`config.mk`:
```
export PLATFORM = sky130hd
export DESIGN_NAME = emwd_top
export DESIGN_NICKNAME = d
export VERILOG_FILES = /design/src/hw/emwd_pkg.sv /design/src/hw/emwd_top.sv
export SDC_FILE = /design/constraint.sdc
export NUM_CORES = 1
export LEC_CHECK = 0
export ABC_AREA = 1
export BUFFER_PORTS_ARGS = -buffer_cell sky130_fd_sc_hd__clkbuf_2
export CORE_UTILIZATION = 49
export DETAILED_ROUTE_END_ITERATION = 8
export GPL_TIMING_DRIVEN = 0
export HOLD_SLACK_MARGIN = 0.03
export MAX_ROUTING_LAYER = met4
export PLACE_DENSITY_LB_ADDON = 0.08
export SETUP_SLACK_MARGIN = 0.2
export SLEW_MARGIN = 20
export SYNTH_ARGS = -nofsm -noshare
export SYNTH_HDL_FRONTEND = slang
export SYNTH_SLANG_ARGS = --single-unit
```
`constraint.sdc`:
```
create_clock -name pclk -period 1.5 [get_ports pclk]
set_input_delay 0.3 -clock pclk [delete_from_list [all_inputs] [get_ports pclk]]
set_output_delay 0.3 -clock pclk [all_outputs]
set_load 0.02 [all_outputs]
```
`src/hw/emwd_pkg.sv`:
```
// shared constants and carrier types for the external memory mode and wait decode block
package emwd_pkg;

    // apb register byte offsets
    localparam logic [7:0]  EMWD_WAIT_CTRL_OFS = 8'h00;
    localparam logic [7:0]  EMWD_OVLAY_OFS     = 8'h04;
    localparam logic [7:0]  EMWD_STATUS_OFS    = 8'h08;

    // wait control field positions
    localparam int          EMWD_PROGRAM_WAIT_COUNT_POS     = 0;
    localparam int          EMWD_DATA_WAIT_COUNT_POS     = 3;
    localparam int          EMWD_IOWAIT_POS    = 6;
    localparam int          EMWD_WS_MODE_POS   = 18;
    localparam int          EMWD_FIELD_W       = 3;

    // overlay register field positions
    localparam int          EMWD_PM_OVL_POS    = 0;
    localparam int          EMWD_DM_OVL_POS    = 4;
    localparam int          EMWD_OVL_W         = 4;

    // reset values
    localparam logic [2:0]  EMWD_WAIT_RST      = 3'h7;
    localparam logic [3:0]  EMWD_OVL_RST       = 4'h0;

    // boot words loaded by the byte dma engine
    localparam logic [5:0]  EMWD_BOOT_WORDS    = 6'h20;

    // overlay codes
    localparam logic [3:0]  EMWD_OVL_INT       = 4'h0;
    localparam logic [3:0]  EMWD_OVL_EXT1      = 4'h1;
    localparam logic [3:0]  EMWD_OVL_EXT2      = 4'h2;

    typedef enum logic [1:0] {EMWD_SP_PM, EMWD_SP_DM, EMWD_SP_IO} emwd_space_t;
    typedef enum logic [1:0] {EMWD_BOOT_STRAP, EMWD_BOOT_BYTE, EMWD_BOOT_HOST,
                              EMWD_BOOT_RUN} emwd_boot_t;
    typedef enum logic [1:0] {EMWD_ACC_IDLE, EMWD_ACC_STROBE, EMWD_ACC_DONE} emwd_acc_t;

    // core request toward external memory
    typedef struct packed {
        logic        valid;
        emwd_space_t space;
        logic        fetch;
        logic        write;
        logic [13:0] addr;
    } emwd_req_t;

    // external bus pins, selects and strobes active low
    typedef struct packed {
        logic [13:0] addr;
        logic        pm_sel_n;
        logic        dm_sel_n;
        logic        io_sel_n;
        logic        rd_n;
        logic        wr_n;
    } emwd_bus_t;

    localparam emwd_bus_t   EMWD_BUS_IDLE = '{addr: 14'h0000, default: 1'b1};

    // software configuration
    typedef struct packed {
        logic [2:0]      program_wait_count;
        logic [2:0]      data_wait_count;
        logic [3:0][2:0] io_wait;
        logic            ws_mode;
        logic [3:0]      pm_ovl;
        logic [3:0]      dm_ovl;
    } emwd_cfg_t;

    localparam emwd_cfg_t   EMWD_CFG_RST = '{program_wait_count: EMWD_WAIT_RST, data_wait_count: EMWD_WAIT_RST,
        io_wait: {4{EMWD_WAIT_RST}}, ws_mode: 1'b0, pm_ovl: EMWD_OVL_RST, dm_ovl: EMWD_OVL_RST};

endpackage

```
`src/hw/emwd_top.sv`:
```
// external memory mode straps, overlay decode and wait state generation with apb registers
// What this block does
// - catch memory mode strap from the shared flag pin once, hold it thereafter
// - mode 0, boot straps 0: byte dma loads 32 words, run waits, full mode
// - mode 0, boot enable 1: no boot, run at external location 0, full mode
// - mode 1, boot straps 0: byte dma boots 32 words, host mode
// - mode 1, source 1: host loads memory, run waits for program word 0 write
// - host mode, ack strap 0: acknowledge driven both high and low
// - host mode, ack strap 1: acknowledge open drain, external pull-down
// - full mode offers two external 8K overlays over the data bus
// - program overlay 0 internal, 1 sets a13 low, 2 sets a13 high
// - data overlay decodes the same way in the upper address half
// - host mode: one address line only, no external program fetch
// - internal accesses finish in one cycle
// - external data accesses timed by data wait field and mode bit
// - mode bit 0 gives n wait states, 1 gives 2n+1
// - io space uses only the low eleven address bits
// - four io wait fields, one per io region
// - io region picked by address bits 10:9
//
// Chosen here: the register offsets and the APB interface to the registers.
`timescale 1ns/1ps
module emwd_top
    import emwd_pkg::*;
(
    input  wire logic        pclk,
    input  wire logic        presetn,
    input  wire logic        psel,
    input  wire logic        penable,
    input  wire logic        pwrite,
    input  wire logic [7:0]  paddr,
    input  wire logic [31:0] pwdata,
    output logic      [31:0] prdata,
    output logic             pready,
    output logic             pslverr,
    input  wire logic        strap_boot_source,
    input  wire logic        strap_boot_enable,
    input  wire logic        shared_flag_pin_in,
    input  wire logic        strap_ack_drive,
    input  wire logic        host_dma_busy,
    input  wire logic        host_pm0_written,
    input  wire logic        byte_memory_dma_word_done,
    input  wire emwd_req_t   ext_req,
    output logic             ext_done,
    output logic             ext_refused,
    output logic             core_stall,
    output emwd_bus_t        ext_bus,
    output logic             host_acknowledge_out,
    output logic             host_acknowledge_oe_n,
    output logic             host_mode,
    output logic             core_run,
    output logic             exec_external,
    output logic             boot_dma_start
);

    typedef struct packed {
        logic [3:0] sync1;
        logic [3:0] sync2;
        logic [3:0] sync3;
        logic       captured;
        logic [1:0] fill;
        logic       host_mode;
        logic       ack_open;
        logic       boot_src;
        logic       boot_en;
        emwd_boot_t boot;
        logic [5:0] boot_cnt;
        logic       boot_start;
        logic       run;
        logic       exec_ext;
        logic       ack_out;
        logic       ack_oe_n;
        emwd_acc_t  acc;
        emwd_req_t  cur;
        logic [3:0] ws_cnt;
        logic       done;
        logic       refused;
        logic       stall;
        emwd_bus_t  bus;
        emwd_cfg_t  cfg;
        logic [31:0] prdata;
        logic       pready;
        logic       pslverr;
    } emwd_state_t;

    emwd_state_t st_reg;
    emwd_state_t st_next;

    // wait states from a field and the mode bit
    function automatic logic [3:0] emwd_ws(input logic [2:0] n, input logic mode);
        emwd_ws = mode ? {n, 1'b1} : {1'b0, n};
    endfunction

    logic [3:0] req_ovl;
    logic       req_upper;
    logic       req_ext;
    logic       req_bad;
    logic [3:0] req_ws;
    logic [13:0] req_addr;

    // decode of the incoming request
    always_comb begin
        req_ovl   = (ext_req.space == EMWD_SP_PM) ? st_reg.cfg.pm_ovl : st_reg.cfg.dm_ovl;
        req_upper = ext_req.addr[13];
        req_ext   = 1'b0;
        req_bad   = 1'b0;
        req_ws    = 4'h0;
        req_addr  = 14'h0000;
        unique case (ext_req.space)
            EMWD_SP_IO: begin
                req_ext  = 1'b1;
                req_bad  = st_reg.host_mode;
                req_addr = {3'h0, ext_req.addr[10:0]};
                req_ws   = emwd_ws(st_reg.cfg.io_wait[ext_req.addr[10:9]],
                                   st_reg.cfg.ws_mode);
            end
            default: begin
                req_ext  = req_upper && (req_ovl != EMWD_OVL_INT);
                req_bad  = req_ext && (req_ovl != EMWD_OVL_EXT1) &&
                           (req_ovl != EMWD_OVL_EXT2);
                req_bad  = req_bad || (req_ext && st_reg.host_mode &&
                           ext_req.fetch);
                req_addr = st_reg.host_mode ? {13'h0000, ext_req.addr[0]}
                           : {req_ovl == EMWD_OVL_EXT2, ext_req.addr[12:0]};
                req_ws   = emwd_ws((ext_req.space == EMWD_SP_DM) ? st_reg.cfg.data_wait_count
                           : st_reg.cfg.program_wait_count, st_reg.cfg.ws_mode);
            end
        endcase
    end

    // next state of straps, boot, access engine and registers
    always_comb begin
        st_next            = st_reg;
        st_next.sync1      = {strap_ack_drive, shared_flag_pin_in, strap_boot_enable,
                              strap_boot_source};
        st_next.sync2      = st_reg.sync1;
        st_next.sync3      = st_reg.sync2;
        st_next.fill       = st_reg.fill + {1'b0, st_reg.fill != 2'h3};
        st_next.boot_start = 1'b0;
        st_next.done       = 1'b0;
        st_next.refused    = 1'b0;
        st_next.pready     = 1'b0;
        st_next.pslverr    = 1'b0;

        // one-time strap capture once the synchroniser has settled
        if (!st_reg.captured && st_reg.fill == 2'h3 && st_reg.sync2 == st_reg.sync3) begin
            st_next.captured  = 1'b1;
            st_next.host_mode = st_reg.sync3[2];
            st_next.ack_open  = st_reg.sync3[3];
            st_next.boot_en   = st_reg.sync3[1];
            st_next.boot_src  = st_reg.sync3[0];
        end

        // boot sequencing
        unique case (st_reg.boot)
            EMWD_BOOT_STRAP: begin
                if (st_reg.captured) begin
                    if (!st_reg.boot_en && !st_reg.boot_src) begin
                        st_next.boot       = EMWD_BOOT_BYTE;
                        st_next.boot_start = 1'b1;
                        st_next.boot_cnt   = 6'h00;
                    end else if (st_reg.host_mode && st_reg.boot_src) begin
                        st_next.boot = EMWD_BOOT_HOST;
                    end else begin
                        st_next.boot     = EMWD_BOOT_RUN;
                        st_next.run      = 1'b1;
                        st_next.exec_ext = !st_reg.host_mode;
                    end
                end
            end
            EMWD_BOOT_BYTE: begin
                if (byte_memory_dma_word_done) begin
                    st_next.boot_cnt = st_reg.boot_cnt + 6'h01;
                    if (st_reg.boot_cnt + 6'h01 == EMWD_BOOT_WORDS) begin
                        st_next.boot = EMWD_BOOT_RUN;
                        st_next.run  = 1'b1;
                    end
                end
            end
            EMWD_BOOT_HOST: begin
                if (host_pm0_written) begin
                    st_next.boot = EMWD_BOOT_RUN;
                    st_next.run  = 1'b1;
                end
            end
            EMWD_BOOT_RUN: ;
        endcase

        // host acknowledge pin drive
        st_next.ack_out  = 1'b0;
        st_next.ack_oe_n = 1'b1;
        if (st_reg.captured && st_reg.host_mode) begin
            st_next.ack_out  = host_dma_busy;
            st_next.ack_oe_n = st_reg.ack_open ? !host_dma_busy
                                               : 1'b0;
        end

        // external access engine
        unique case (st_reg.acc)
            EMWD_ACC_IDLE: begin
                if (ext_req.valid) begin
                    st_next.cur   = ext_req;
                    st_next.stall = 1'b1;
                    if (req_ext && !req_bad) begin
                        st_next.acc       = EMWD_ACC_STROBE;
                        st_next.ws_cnt    = req_ws;
                        st_next.bus.addr  = req_addr;
                        st_next.bus.pm_sel_n = !(ext_req.space == EMWD_SP_PM);
                        st_next.bus.dm_sel_n = !(ext_req.space == EMWD_SP_DM);
                        st_next.bus.io_sel_n = !(ext_req.space == EMWD_SP_IO);
                        st_next.bus.rd_n  = ext_req.write;
                        st_next.bus.wr_n  = !ext_req.write;
                    end else begin
                        st_next.acc     = EMWD_ACC_DONE;
                        st_next.stall   = 1'b0;
                        st_next.done    = 1'b1;
                        st_next.refused = req_bad;
                    end
                end
            end
            EMWD_ACC_STROBE: begin
                if (st_reg.ws_cnt == 4'h0) begin
                    st_next.acc   = EMWD_ACC_DONE;
                    st_next.bus   = EMWD_BUS_IDLE;
                    st_next.stall = 1'b0;
                    st_next.done  = 1'b1;
                end else begin
                    st_next.ws_cnt = st_reg.ws_cnt - 4'h1;
                end
            end
            EMWD_ACC_DONE: begin
                st_next.acc = EMWD_ACC_IDLE;
            end
            default: begin
                st_next.acc = EMWD_ACC_IDLE;
            end
        endcase

        // apb setup phase: prepare answer for the access phase
        if (psel && !penable) begin
            st_next.pready = 1'b1;
            st_next.prdata = 32'h0000_0000;
            unique case (paddr)
                EMWD_WAIT_CTRL_OFS: begin
                    st_next.prdata[EMWD_PROGRAM_WAIT_COUNT_POS +: EMWD_FIELD_W]    = st_reg.cfg.program_wait_count;
                    st_next.prdata[EMWD_DATA_WAIT_COUNT_POS +: EMWD_FIELD_W]    = st_reg.cfg.data_wait_count;
                    st_next.prdata[EMWD_IOWAIT_POS +: 4*EMWD_FIELD_W] = st_reg.cfg.io_wait;
                    st_next.prdata[EMWD_WS_MODE_POS]                  = st_reg.cfg.ws_mode;
                end
                EMWD_OVLAY_OFS: begin
                    st_next.prdata[EMWD_PM_OVL_POS +: EMWD_OVL_W] = st_reg.cfg.pm_ovl;
                    st_next.prdata[EMWD_DM_OVL_POS +: EMWD_OVL_W] = st_reg.cfg.dm_ovl;
                end
                EMWD_STATUS_OFS: begin
                    st_next.prdata[11:0] = {st_reg.boot_cnt, st_reg.exec_ext, st_reg.run,
                        st_reg.boot, st_reg.ack_open, st_reg.host_mode};
                    st_next.pslverr      = pwrite; // read only
                end
                default: begin
                    st_next.pslverr = 1'b1;
                end
            endcase
        end

        // apb write takes effect at the completing edge, reserved bits dropped
        if (psel && penable && st_reg.pready && pwrite && !st_reg.pslverr) begin
            if (paddr == EMWD_WAIT_CTRL_OFS) begin
                st_next.cfg.program_wait_count   = pwdata[EMWD_PROGRAM_WAIT_COUNT_POS +: EMWD_FIELD_W];
                st_next.cfg.data_wait_count   = pwdata[EMWD_DATA_WAIT_COUNT_POS +: EMWD_FIELD_W];
                st_next.cfg.io_wait = pwdata[EMWD_IOWAIT_POS +: 4*EMWD_FIELD_W];
                st_next.cfg.ws_mode = pwdata[EMWD_WS_MODE_POS];
            end
            if (paddr == EMWD_OVLAY_OFS) begin
                st_next.cfg.pm_ovl = pwdata[EMWD_PM_OVL_POS +: EMWD_OVL_W];
                st_next.cfg.dm_ovl = pwdata[EMWD_DM_OVL_POS +: EMWD_OVL_W];
            end
        end
    end

    // state register
    always_ff @(posedge pclk or negedge presetn) begin
        if (!presetn) begin
            st_reg          <= '0;
            st_reg.cfg      <= EMWD_CFG_RST;
            st_reg.bus      <= EMWD_BUS_IDLE;
            st_reg.ack_oe_n <= 1'b1;
        end else begin
            st_reg <= st_next;
        end
    end

    // outputs straight from the state register
    assign prdata                = st_reg.prdata;
    assign pready                = st_reg.pready;
    assign pslverr               = st_reg.pslverr;
    assign ext_done              = st_reg.done;
    assign ext_refused           = st_reg.refused;
    assign core_stall            = st_reg.stall;
    assign ext_bus               = st_reg.bus;
    assign host_acknowledge_out  = st_reg.ack_out;
    assign host_acknowledge_oe_n = st_reg.ack_oe_n;
    assign host_mode             = st_reg.host_mode;
    assign core_run              = st_reg.run;
    assign exec_external         = st_reg.exec_ext;
    assign boot_dma_start        = st_reg.boot_start;

    // helper: strobe length and wait load for the checks
    logic [4:0] strobe_len;
    logic [3:0] ws_loaded;
    always_ff @(posedge pclk or negedge presetn) begin
        if (!presetn) begin
            strobe_len <= 5'h00;
            ws_loaded  <= 4'h0;
        end else if (st_reg.acc == EMWD_ACC_IDLE) begin
            strobe_len <= 5'h00;
            ws_loaded  <= req_ws;
        end else if (st_reg.acc == EMWD_ACC_STROBE) begin
            strobe_len <= strobe_len + 5'h01;
        end
    end
endmodule

```
==> results of run 1 <==
## through the flow
step / area (um2) / TNS [ns]
6_report: 7991 / -1.772
5_1_grt: 7991 / -4.602
4_1_cts: 7500 / -0.9394
3_5_place_dp: 6429 / -10.65
3_3_place_gp: 6392 / -142.02
2_1_floorplan: 5687 / 0
## repair_timing
item,in CTS,in global routing
buffers inserted,31,25
setup endpoints to repair,107,112
resized for setup,132,93
hold buffers,5,0
endpoints found under the hold margin,24,0
gates cloned,1,2
pin swaps,12,41
## power groups by stage
stage / sequential [mW] / clock, mW / combinational [mW]
finish: 4.05 / 1.61 / 6.50
global route: 4.11 / 1.77 / 7.01
CTS: 3.99 / 1.65 / 5.41
detailed placement: 4.04 / 0 / 3.97
global placement: 4.02 / 0 / 3.88
floorplan: 4.04 / 0 / 2.90
## routing by layer
layer  track usage  up-vias  share of wire  routed length [um]
li1              -     2381              -                   -
met2        0.4268      120           0.51                7369
met3       0.02954       24          0.036                 517
met1        0.3174     2345           0.43                6277
met5             -        -              0                   0
met4        0.1096        0          0.024                 344
## area by class of cell
type	count	area, um2	share of cell area
sequential	108	2735	0.3423
inverter	69	272.8	0.03413
tap	140	175.2	0.02192
clock inverter	7	42.54	0.005323
timing repair inverter	1	5.005	0.0006263
multi-input combinational	413	2427	0.3037
buffer	65	671.9	0.08408
clock buffer	9	123.9	0.01550
timing repair buffer	170	1538	0.1924
## placed cells by master (no fill, tap or decap), drive strengths merged, types with 24 or more instances in the layout
cell type,instances
nor2,47
buf,157
clkbuf,82
a21oi,29
o21ai,41
dfstp,24
nand2,179
dfrtp,84
nand3,54
inv,67
## critical path: cells and delay by family (launching register included)
family        cells  cell delay [ns]
simple gates     10             0.81
buf+inv           2             0.28
flops             1             0.41
## worst min-delay path by stage
| stage | from | slack [ns] | depth (start not counted) | end |
|---|---|---|---|---|
| floorplan | presetn | 0.004 | 0 | boot_dma_start |
| global route | pwdata[15] | 0.13 | 3 | st_reg[52] |
| global placement | st_next[135] | 0.33 | 0 | st_next[131] |
| detailed placement | presetn | 0.18 | 1 | prdata[8] |
| finish | pwdata[11] | 0.13 | 3 | st_reg[48] |
| CTS | pwdata[17] | 0.12 | 3 | st_reg[54] |
## logic make-up after synthesis
logic type,Yosys count,share of synthesized area
DFF,108,0.4949
muxes,7,0.01564
xor gates and xnor gates,5,0.007933
other,1,0.0006792
buffers and inverters,134,0.1348
adders and majority gates,6,0.01360
AOI/OAI and AO/OA,87,0.08747
and+or+nand+nor,295,0.2450
==> results.ini, run 1 <==
[power]
seqPwrFrac=0.333
p_leak_nw=4.076
irDropWorstVdd_v=0.001179
finalPower_mw=12.16
p_sw_mw=4.701
p_int_mw=7.459
p_per_area_mw_per_mm2=1522
p_sw_frac=0.3866
p_comb_frac=0.534
power_frac_clock=0.133

[timing]
slew-limit-headroom=0.6417
fin_ws_ns=-0.09840
layout_min_cycle_time_ns=1.598
setup_viol=27
post-route-period-util=1.066
grt_setup_unrepaired=true
fmax_ghz=0.6256
hold_viol_final=0
whs_ns=0.1284
slew_violations=0
finClkSkew_ns=0.004697
tightest_slew_ns=0.5374

[layout]
num-nets-final=914
fill_cells=800
largest_reg_flops=51
drive_above_1_share=0.4418
final_cells=982
n_antenna_cell=0
fin_util=0.7340
synthToLayoutAreaGrowth_pct=44.73

[synth]
yosysMostFrequentCell=nand2_1
synthTopCellsByArea=dfrtp_1 (38%), nand2_1 (12%), dfstp_2 (11%)
synth_area_leader_cell=dfrtp_1
syn_area_per_cell_um2=8.587
ys_warn_count=0
syn-cell-area_mm2=0.005522
synth.top_cells.by_count=nand2_1 (172), dfrtp_1 (84), inv_1 (63)
ys_seq_area_frac=0.4949
yosys_most_used_dff=dfrtp_1
synth_seq_cells=108
yosysUniqueCellTypes=48
synth-edff-count=0
synth.top_cell.area_share=0.3807
synth-async-reset-ratio=1.000
synth_cells=643

[worst_setup_path]
slowest_delay_ns=0.41
slowest_stage=dfrtp_1
reg2reg_from=st_reg[41]
cp.required_ns=1.79
crit_top_cell=nand2_1
reg2reg_to=ext_bus[15]
endpoint=ext_bus[15]
crit_arrival_ns=1.89
reg2reg_slack_ns=-0.1
start_kind=flip-flop
crit_chain=nor2_2, nand2_1, nand2_2, nand3_2, nand2_1, nand2_2, nand3_4, nand2_4, buf_8, buf_12, nand3_2, nand2_1
ff2ff_path_depth=12
crit_type=reg -> reg
crit_start=st_reg[41]
crit_fanout=5
critPathCaptureType=flip-flop

[cts]
cts_tree=built
clock_path_buffers=2
cts.sinks=108
clk_latency_ns=0.39
htree_levels=3
cts_buffers=9
cts_root_buf=clkbuf_8
cts.clk_slew.worst_paths_ns=0.10

[floorplanning]
ios=133
die_w_um=108.2
die_h_um=108.2
rows=38
core_mm2=0.01089
die_area_mm2=0.01170
initial_utilization=0.5071

[min_path]
hold_class=in -> reg

[route]
drt_pre_antenna_iters=5
drt_wl_total_mm=14.51
drcViolationCount=0
drtIter0Drc=254
ant_nets=0
vias=4870
wl_per_cell_um=14.77
routed_via_density=4.959

[global_routing]
grt_usage=0.2569
overflow=0
antenna_found_initial=0
grt_pass1_vias=4732
grt_start_max_net_pins=89
grt_pass1_wl_mm=22.29

[outcome]
status=complete, but fails checks
violations=setup timing

[placement]
port_buffers=106
gp_congestion=0.8616
post-place-ws_ns=-0.2907
detailed_place_hpwl_mm=9.405
dp_cells=902

[run]
maxCapViolations=0

Note: power is estimated with default switching activity, not from simulation.
==> run 2, diff against run 1 <==
--- a/config.mk
+++ b/config.mk
@@ -5,7 +5,6 @@
 export SDC_FILE = /design/constraint.sdc
 export NUM_CORES = 1
 export LEC_CHECK = 0
-export ABC_AREA = 1
 export BUFFER_PORTS_ARGS = -buffer_cell sky130_fd_sc_hd__clkbuf_2
 export CORE_UTILIZATION = 49
 export DETAILED_ROUTE_END_ITERATION = 8
==> run 2 against run 1 <==
  * The run still ends with setup timing left
  * Core utilization rose by 1.2 points
  * Worst hold slack worse by 0.049 ns
  * Routed wire length fell by 5.0%
  * First-iteration DRC count shrank 24%
  * Clock-buffer cell count unchanged
  * Largest cell class unchanged
  * Total power is 25% lower
  * Maximum frequency shrank 23%
  * Synthesized cell count is 22% lower
  * Sequential power shrank 9.4%
==> results.ini, run 2 <==
[power]
irDropWorstVdd_v=0.0008550  ; -28%
p_leak_nw=3.792  ; -7.0%
finalPower_mw=9.133  ; -25%
p_per_area_mw_per_mm2=1129  ; -26%

[placement]
detailed_place_hpwl_mm=8.924  ; -5.1%
port_buffers=105  ; -0.94%
gp_congestion=0.8444  ; -2.0%
dp_cells=762  ; -16%

[floorplanning]
die_area_mm2=0.01152  ; -1.5%
core_mm2=0.01084  ; -0.44%
die_h_um=107.3  ; -0.76%
ios=133  ; unchanged
die_w_um=107.3  ; -0.76%
rows=38  ; unchanged
initial_utilization=0.5015  ; -0.005624

[layout]
n_antenna_cell=0  ; unchanged
fill_cells=750  ; -6.3%
synthToLayoutAreaGrowth_pct=48.75
final_cells=841  ; -14%
num-nets-final=773  ; -15%
drive_above_1_share=0.5193  ; +0.07745
largest_reg_flops=51  ; unchanged
fin_util=0.7460  ; +0.01199
layout_commonest_cell=dfrtp_1
final_cell_mix=dfrtp_1 (76), clkbuf_2 (65), buf_6 (62)

[timing]
fin_ws_ns=-0.5839  ; -0.4855 ns
post-route-period-util=1.389  ; +0.3237
slew_violations=0  ; unchanged
slew-limit-headroom=0.5199  ; -0.1218
grt_setup_unrepaired=true
setup_viol=60  ; +120%
finClkSkew_ns=0.01053  ; +0.005837 ns
fmax_ghz=0.4799  ; -23%
final.setup.tns_ns=-13.68  ; -11.91 ns
layout_min_cycle_time_ns=2.084  ; +0.4855 ns
hold_viol_final=0  ; unchanged
tightest_slew_ns=0.7185  ; +0.1812 ns
whs_ns=0.07966  ; -0.04870 ns

[synth]
synth-edff-count=0  ; unchanged
synth.area.mux_share=0.1418  ; +0.1261
synth-adder-area-share=0.01381  ; +0.0002128
synth_top_family_by_area=multiplexers
yosysMostFrequentCell=dfrtp_1
synth_area_leader_cell=dfrtp_1
synth.top_cell.area_share=0.3867  ; +0.005958
syn-cell-area_mm2=0.005436  ; -1.5%
synth.top_cells.by_count=dfrtp_1 (84), nand2_1 (58), buf_4 (51)
ys_seq_area_frac=0.5026  ; +0.007745
yosysUniqueCellTypes=55  ; +15%
ys_warn_count=0  ; unchanged
synth_cells=504  ; -22%
synthSimpleGateAreaFrac=0.1100  ; -0.1349
synth-async-reset-ratio=1.000  ; unchanged
synth_seq_cells=108  ; unchanged
yosys_most_used_dff=dfrtp_1
synth_compound_area_frac=0.1197  ; +0.03221
syn_area_per_cell_um2=10.79  ; +26%
synth-xor-area-share=0.008055  ; +0.0001241
synthTopCellsByArea=dfrtp_1 (39%), dfstp_2 (12%), mux2_2 (8.3%)

[cts]
clk_latency_ns=0.38  ; about the same
cts.sinks=108  ; unchanged
cts.clk_slew.worst_paths_ns=0.11  ; about the same
cts_tree=built
htree_levels=3  ; unchanged
clock_path_buffers=2  ; unchanged
cts_buffers=9  ; unchanged
cts_root_buf=clkbuf_8

[worst_setup_path]
crit_chain=or4_4, o31ai_4, a31oi_4, a221oi_4, buf_6, mux2_2
cpLargestDelayFamily=compound AO/OA/AOI/OAI gates
cp.required_ns=1.81  ; +0.02 ns
slowest_delay_ns=0.49  ; +0.08 ns
slowest_stage=or4_4
crit_fanout=6  ; +1
worst-path-buf-inv=1  ; -1
critPathCaptureType=flip-flop
start_kind=flip-flop
crit_arrival_ns=2.40  ; +0.51 ns
crit_type=reg -> reg

[route]
ant_nets=0  ; unchanged
drcViolationCount=0  ; unchanged
drtIter0Drc=194  ; -24%
drt_wl_total_mm=13.79  ; -5.0%
routed_via_density=5.219  ; +5.2%
drt_pre_antenna_iters=4  ; -1
wl_per_cell_um=16.39  ; +11%
vias=4389  ; -9.9%

[global_routing]
grt_start_max_net_pins=87  ; -2.2%
grt_use_met1=0.3117  ; -0.005694
overflow=0  ; unchanged
grt_pass1_wl_mm=21.27  ; -4.6%
grt_pass1_vias=4370  ; -7.7%
use_met2=0.4143  ; -0.01247
grt.busiest_layer=met2
antenna_found_initial=0  ; unchanged
grt_usage=0.2490  ; -0.007848
grt_use_met3=0.03753  ; +0.007994

[run]
maxCapViolations=0  ; unchanged

[min_path]
hold_class=in -> reg

[outcome]
status=complete, but fails checks
violations=setup timing

[run 2: changes by cell type after synthesis, moves of 19 or more]
cell / change
inv_1: -36
mux2_2: +35
nand2_1: -114
mux2i_1: +32
nor2_1: -33
nand3_1: -37
a21oi_1: -19
[run 2: per-stage QoR]
stage / cell area (um2) / setup slack [ns]
after floorplan: 5789 / -0.5985
after global placement: 6490 / -1.532
after detailed placement: 6526 / -1.051
after CTS: 7714 / -0.5658
after global routing: 8087 / -0.6363
final: 8087 / -0.5839
[run 2: kinds of logic after synthesis]
family | Yosys count
xor+xnor | 5
fa+ha+maj | 6
other cells | 1
mux | 72
flops | 108
compound gates | 95
buf+inv | 96
simple gates | 121
[run 2: final cells by class]
class / count / area, um2 / area share
Buffer: 69 / 663.1 / 0.08201
Clock buffer: 9 / 123.9 / 0.01532
Clock inverter: 7 / 82.58 / 0.01021
Inverter: 27 / 103.9 / 0.01284
Multi-Input combinational cell: 312 / 2648 / 0.3274
Sequential cell: 108 / 2743 / 0.3392
Tap cell: 140 / 175.2 / 0.02166
Timing Repair Buffer: 169 / 1548 / 0.1914
[run 2: per-layer routing]
metal,routed length (um),vias to the layer above
met1,5792,2177
met4,252,0
li1,-,2083
met5,0,-
met2,7298,108
met3,442,21
[run 2: worst reg2reg max path, stage by stage (launching register included)]
cell and delay [ns]:
dfrtp_1 0.40, or4_4 0.49, o31ai_4 0.09, a31oi_4 0.14, a221oi_4 0.37, buf_6 0.19, mux2_2 0.34
[run 2: worst paths after layout]
| check | start | endpoint | slack, ns | depth (start not counted) |
|---|---|---|---|---|
| max | st_reg[40] | ext_bus[3] | -0.58 | 6 |
| min | host_dma_busy | host_acknowledge_oe_n | 0.08 | 2 |
| max reg2reg | st_reg[40] | ext_bus[3] | -0.58 | 6 |
| min reg2reg | st_next[135] | st_next[131] | 0.36 | 0 |
| max in group asynchronous | presetn | st_reg[59] | 0.44 | 3 |
| min in group asynchronous | presetn | prdata[16] | 0.36 | 2 |
[run 2: timing repair]
item                       CTS  global route
gates resized for setup    137            84
gates cloned                 1             0
hold buffers                 5             0
pin swaps                   20            14
buffers inserted            40            17
setup endpoints to repair  118           124
hold endpoints to repair    26             0
[run 2: power by group]
group | total (mW) | internal (mW) | switching, mW
Sequential | 3.67 | 3.36 | 0.309
Combinational | 3.59 | 2.00 | 1.59
Clock | 1.87 | 0.799 | 1.07
Total | 9.13 | 6.16 | 2.97
==> run 3, diff against run 2 <==
--- a/config.mk
+++ b/config.mk
@@ -11,7 +11,7 @@
 export GPL_TIMING_DRIVEN = 0
 export HOLD_SLACK_MARGIN = 0.03
 export MAX_ROUTING_LAYER = met4
-export PLACE_DENSITY_LB_ADDON = 0.08
+export PLACE_DENSITY = 0.85
 export SETUP_SLACK_MARGIN = 0.2
 export SLEW_MARGIN = 20
 export SYNTH_ARGS = -nofsm -noshare
==> run 3 against run 2 <==
  * The flow still finishes with violations (setup timing)
  * Design area up 4.1%
  * Setup slack got worse by 0.023 ns
  * First-iteration DRC count up 5.7%
==> results.ini, run 3 (synthesis gave the netlist of run 2 again) <==
[layout]
largest_reg_flops=51  ; unchanged
drive_above_1_share=0.5706  ; +0.05138
layout_commonest_cell=dfrtp_1
final_cells=862  ; +2.5%
final_cell_mix=dfrtp_1 (76), buf_4 (69), buf_6 (68)
design_area_mm2=0.008414  ; +4.1%
n_antenna_cell=0  ; unchanged
num-nets-final=794  ; +2.7%
synthToLayoutAreaGrowth_pct=54.78

[power]
irDropWorstVdd_v=0.0008838  ; +3.4%
p_per_area_mw_per_mm2=1116  ; -1.2%
p_leak_nw=3.988  ; +5.2%

[global_routing]
grt_pass1_wl_mm=23.46  ; +10%
grt_usage=0.2761  ; +0.02703
grt_start_max_net_pins=97  ; +11%
overflow=0  ; unchanged
grt_pass1_vias=4781  ; +9.4%
antenna_found_initial=0  ; unchanged

[route]
drt_pre_antenna_iters=5  ; +1
routed_via_density=5.536  ; +6.1%
drcViolationCount=0  ; unchanged
wl_per_cell_um=19.30  ; +18%
ant_nets=0  ; unchanged
drt_wl_total_mm=16.63  ; +21%
vias=4772  ; +8.7%
drtIter0Drc=205  ; +5.7%

[floorplanning]
die_area_mm2=0.01152  ; unchanged
core_mm2=0.01084  ; unchanged
rows=38  ; unchanged
die_w_um=107.3  ; unchanged
die_h_um=107.3  ; unchanged
initial_utilization=0.5015  ; unchanged
ios=133  ; unchanged

[worst_setup_path]
crit_fanout=5  ; -1
start_kind=flip-flop
crit_chain=or4_4, o31ai_4, a31oi_4, a221oi_4, buf_6, buf_6, mux2i_1
critPathCaptureType=flip-flop
cp.required_ns=1.78  ; -0.03 ns
crit_top_cell=buf_6
crit_arrival_ns=2.39  ; about the same
slowest_stage=or4_4
slowest_delay_ns=0.50  ; about the same
crit_type=reg -> reg

[placement]
post-place-ws_ns=-1.078  ; -0.02647 ns
detailed_place_hpwl_mm=9.066  ; +1.6%
placed_cell_area_mm2=0.006526  ; unchanged
port_buffers=105  ; unchanged
gp_congestion=0.8806  ; +4.3%
dp_cells=762  ; unchanged

[cts]
clock_path_buffers=2  ; unchanged
clk_latency_ns=0.37  ; about the same
cts_tree=built
htree_levels=3  ; unchanged
cts_root_buf=clkbuf_8
cts.clk_slew.worst_paths_ns=0.10  ; about the same
cts_buffers=9  ; unchanged
cts.sinks=108  ; unchanged

[timing]
hold_viol_final=0  ; unchanged
fmax_ghz=0.4747  ; -1.1%
finClkSkew_ns=0.01080  ; +0.0002705 ns
layout_min_cycle_time_ns=2.107  ; +0.02265 ns
tightest_slew_ns=0.9183  ; +0.1998 ns
slew_violations=0  ; unchanged
final.setup.tns_ns=-14.68  ; -0.9978 ns
whs_ns=0.1204  ; +0.04077 ns
post-route-period-util=1.404  ; +0.01510
setup_viol=59  ; -1.7%
slew-limit-headroom=0.3878  ; -0.1322
grt_setup_unrepaired=true
fin_ws_ns=-0.6066  ; -0.02265 ns

[run]
maxCapViolations=0  ; unchanged

[outcome]
status=complete, but fails checks
violations=setup timing

[min_path]
hold_class=in -> reg

==> run 3: cell count changes in the layout (fill, tap and decap cells not counted), sizes merged <==
cell,delta
inv,-1
clkbuf,-3
clkinvlp,-1
bufinv,-1
clkinv,+2
buf,+25
==> run 3: timing repair <==
action / 4_1_cts / 5_1_grt
setup buffers: 57 / 19
endpoints found under the hold margin: 16 / 0
pin swaps: 29 / 27
cloned: 3 / 0
hold buffers: 5 / 0
setup endpoints to repair: 116 / 126
resized for setup: 159 / 111
==> run 3: through the flow <==
stage	util	total power [mW]
after floorplan	-	5.393
after global placement	0.5987	6.000
after detailed placement	0.6020	6.118
after CTS	0.7321	8.793
after global routing	0.7762	9.800
final	0.7762	9.392
==> run 3: critical path: cells and delay by family (launching register included) <==
kind                   cells  cell delay (ns)
buffers and inverters      2             0.28
AOI/OAI and AO/OA          3             0.60
and+or+nand+nor            1             0.50
DFF                        1             0.40
muxes                      1             0.23
==> run 3: path summary, 6_finish.rpt <==
check	start	end	slack, ns	cells past startpoint
hold / removal	host_dma_busy	host_acknowledge_oe_n	0.12	2
max in group asynchronous	presetn	host_acknowledge_oe_n	0.47	3
hold reg to reg	st_next[133]	st_next[129]	0.36	0
min in group asynchronous	presetn	pready	0.33	2
setup / recovery	st_reg[40]	ext_bus[10]	-0.61	7
setup reg to reg	st_reg[40]	ext_bus[10]	-0.61	7
==> run 3: where the power goes <==
part           internal (mW)  total [mW]  switching (mW)  leakage (nW)
combinational           2.17        3.95            1.78          2.56
clock                  0.666        1.70            1.04        0.0933
sequential              3.36        3.74           0.377          1.33
==> run 3: layer usage <==
metal | up-vias | share of wire | GRT usage
li1 | 2120 | - | -
met1 | 2418 | 0.37 | 0.3111
met2 | 188 | 0.55 | 0.4968
met3 | 46 | 0.047 | 0.04722
met4 | 0 | 0.030 | 0.09198
met5 | - | 0 | -
==> run 3: area by class of cell <==
type / instances / area [um2]
fill: 599 / 2426
sequential: 108 / 2743
multi-input combinational: 312 / 2820
tap: 140 / 175.2
clock buffer: 10 / 137.6
buffer: 69 / 659.4
timing repair buffer: 190 / 1725
clock inverter: 6 / 47.55
inverter: 27 / 106.4
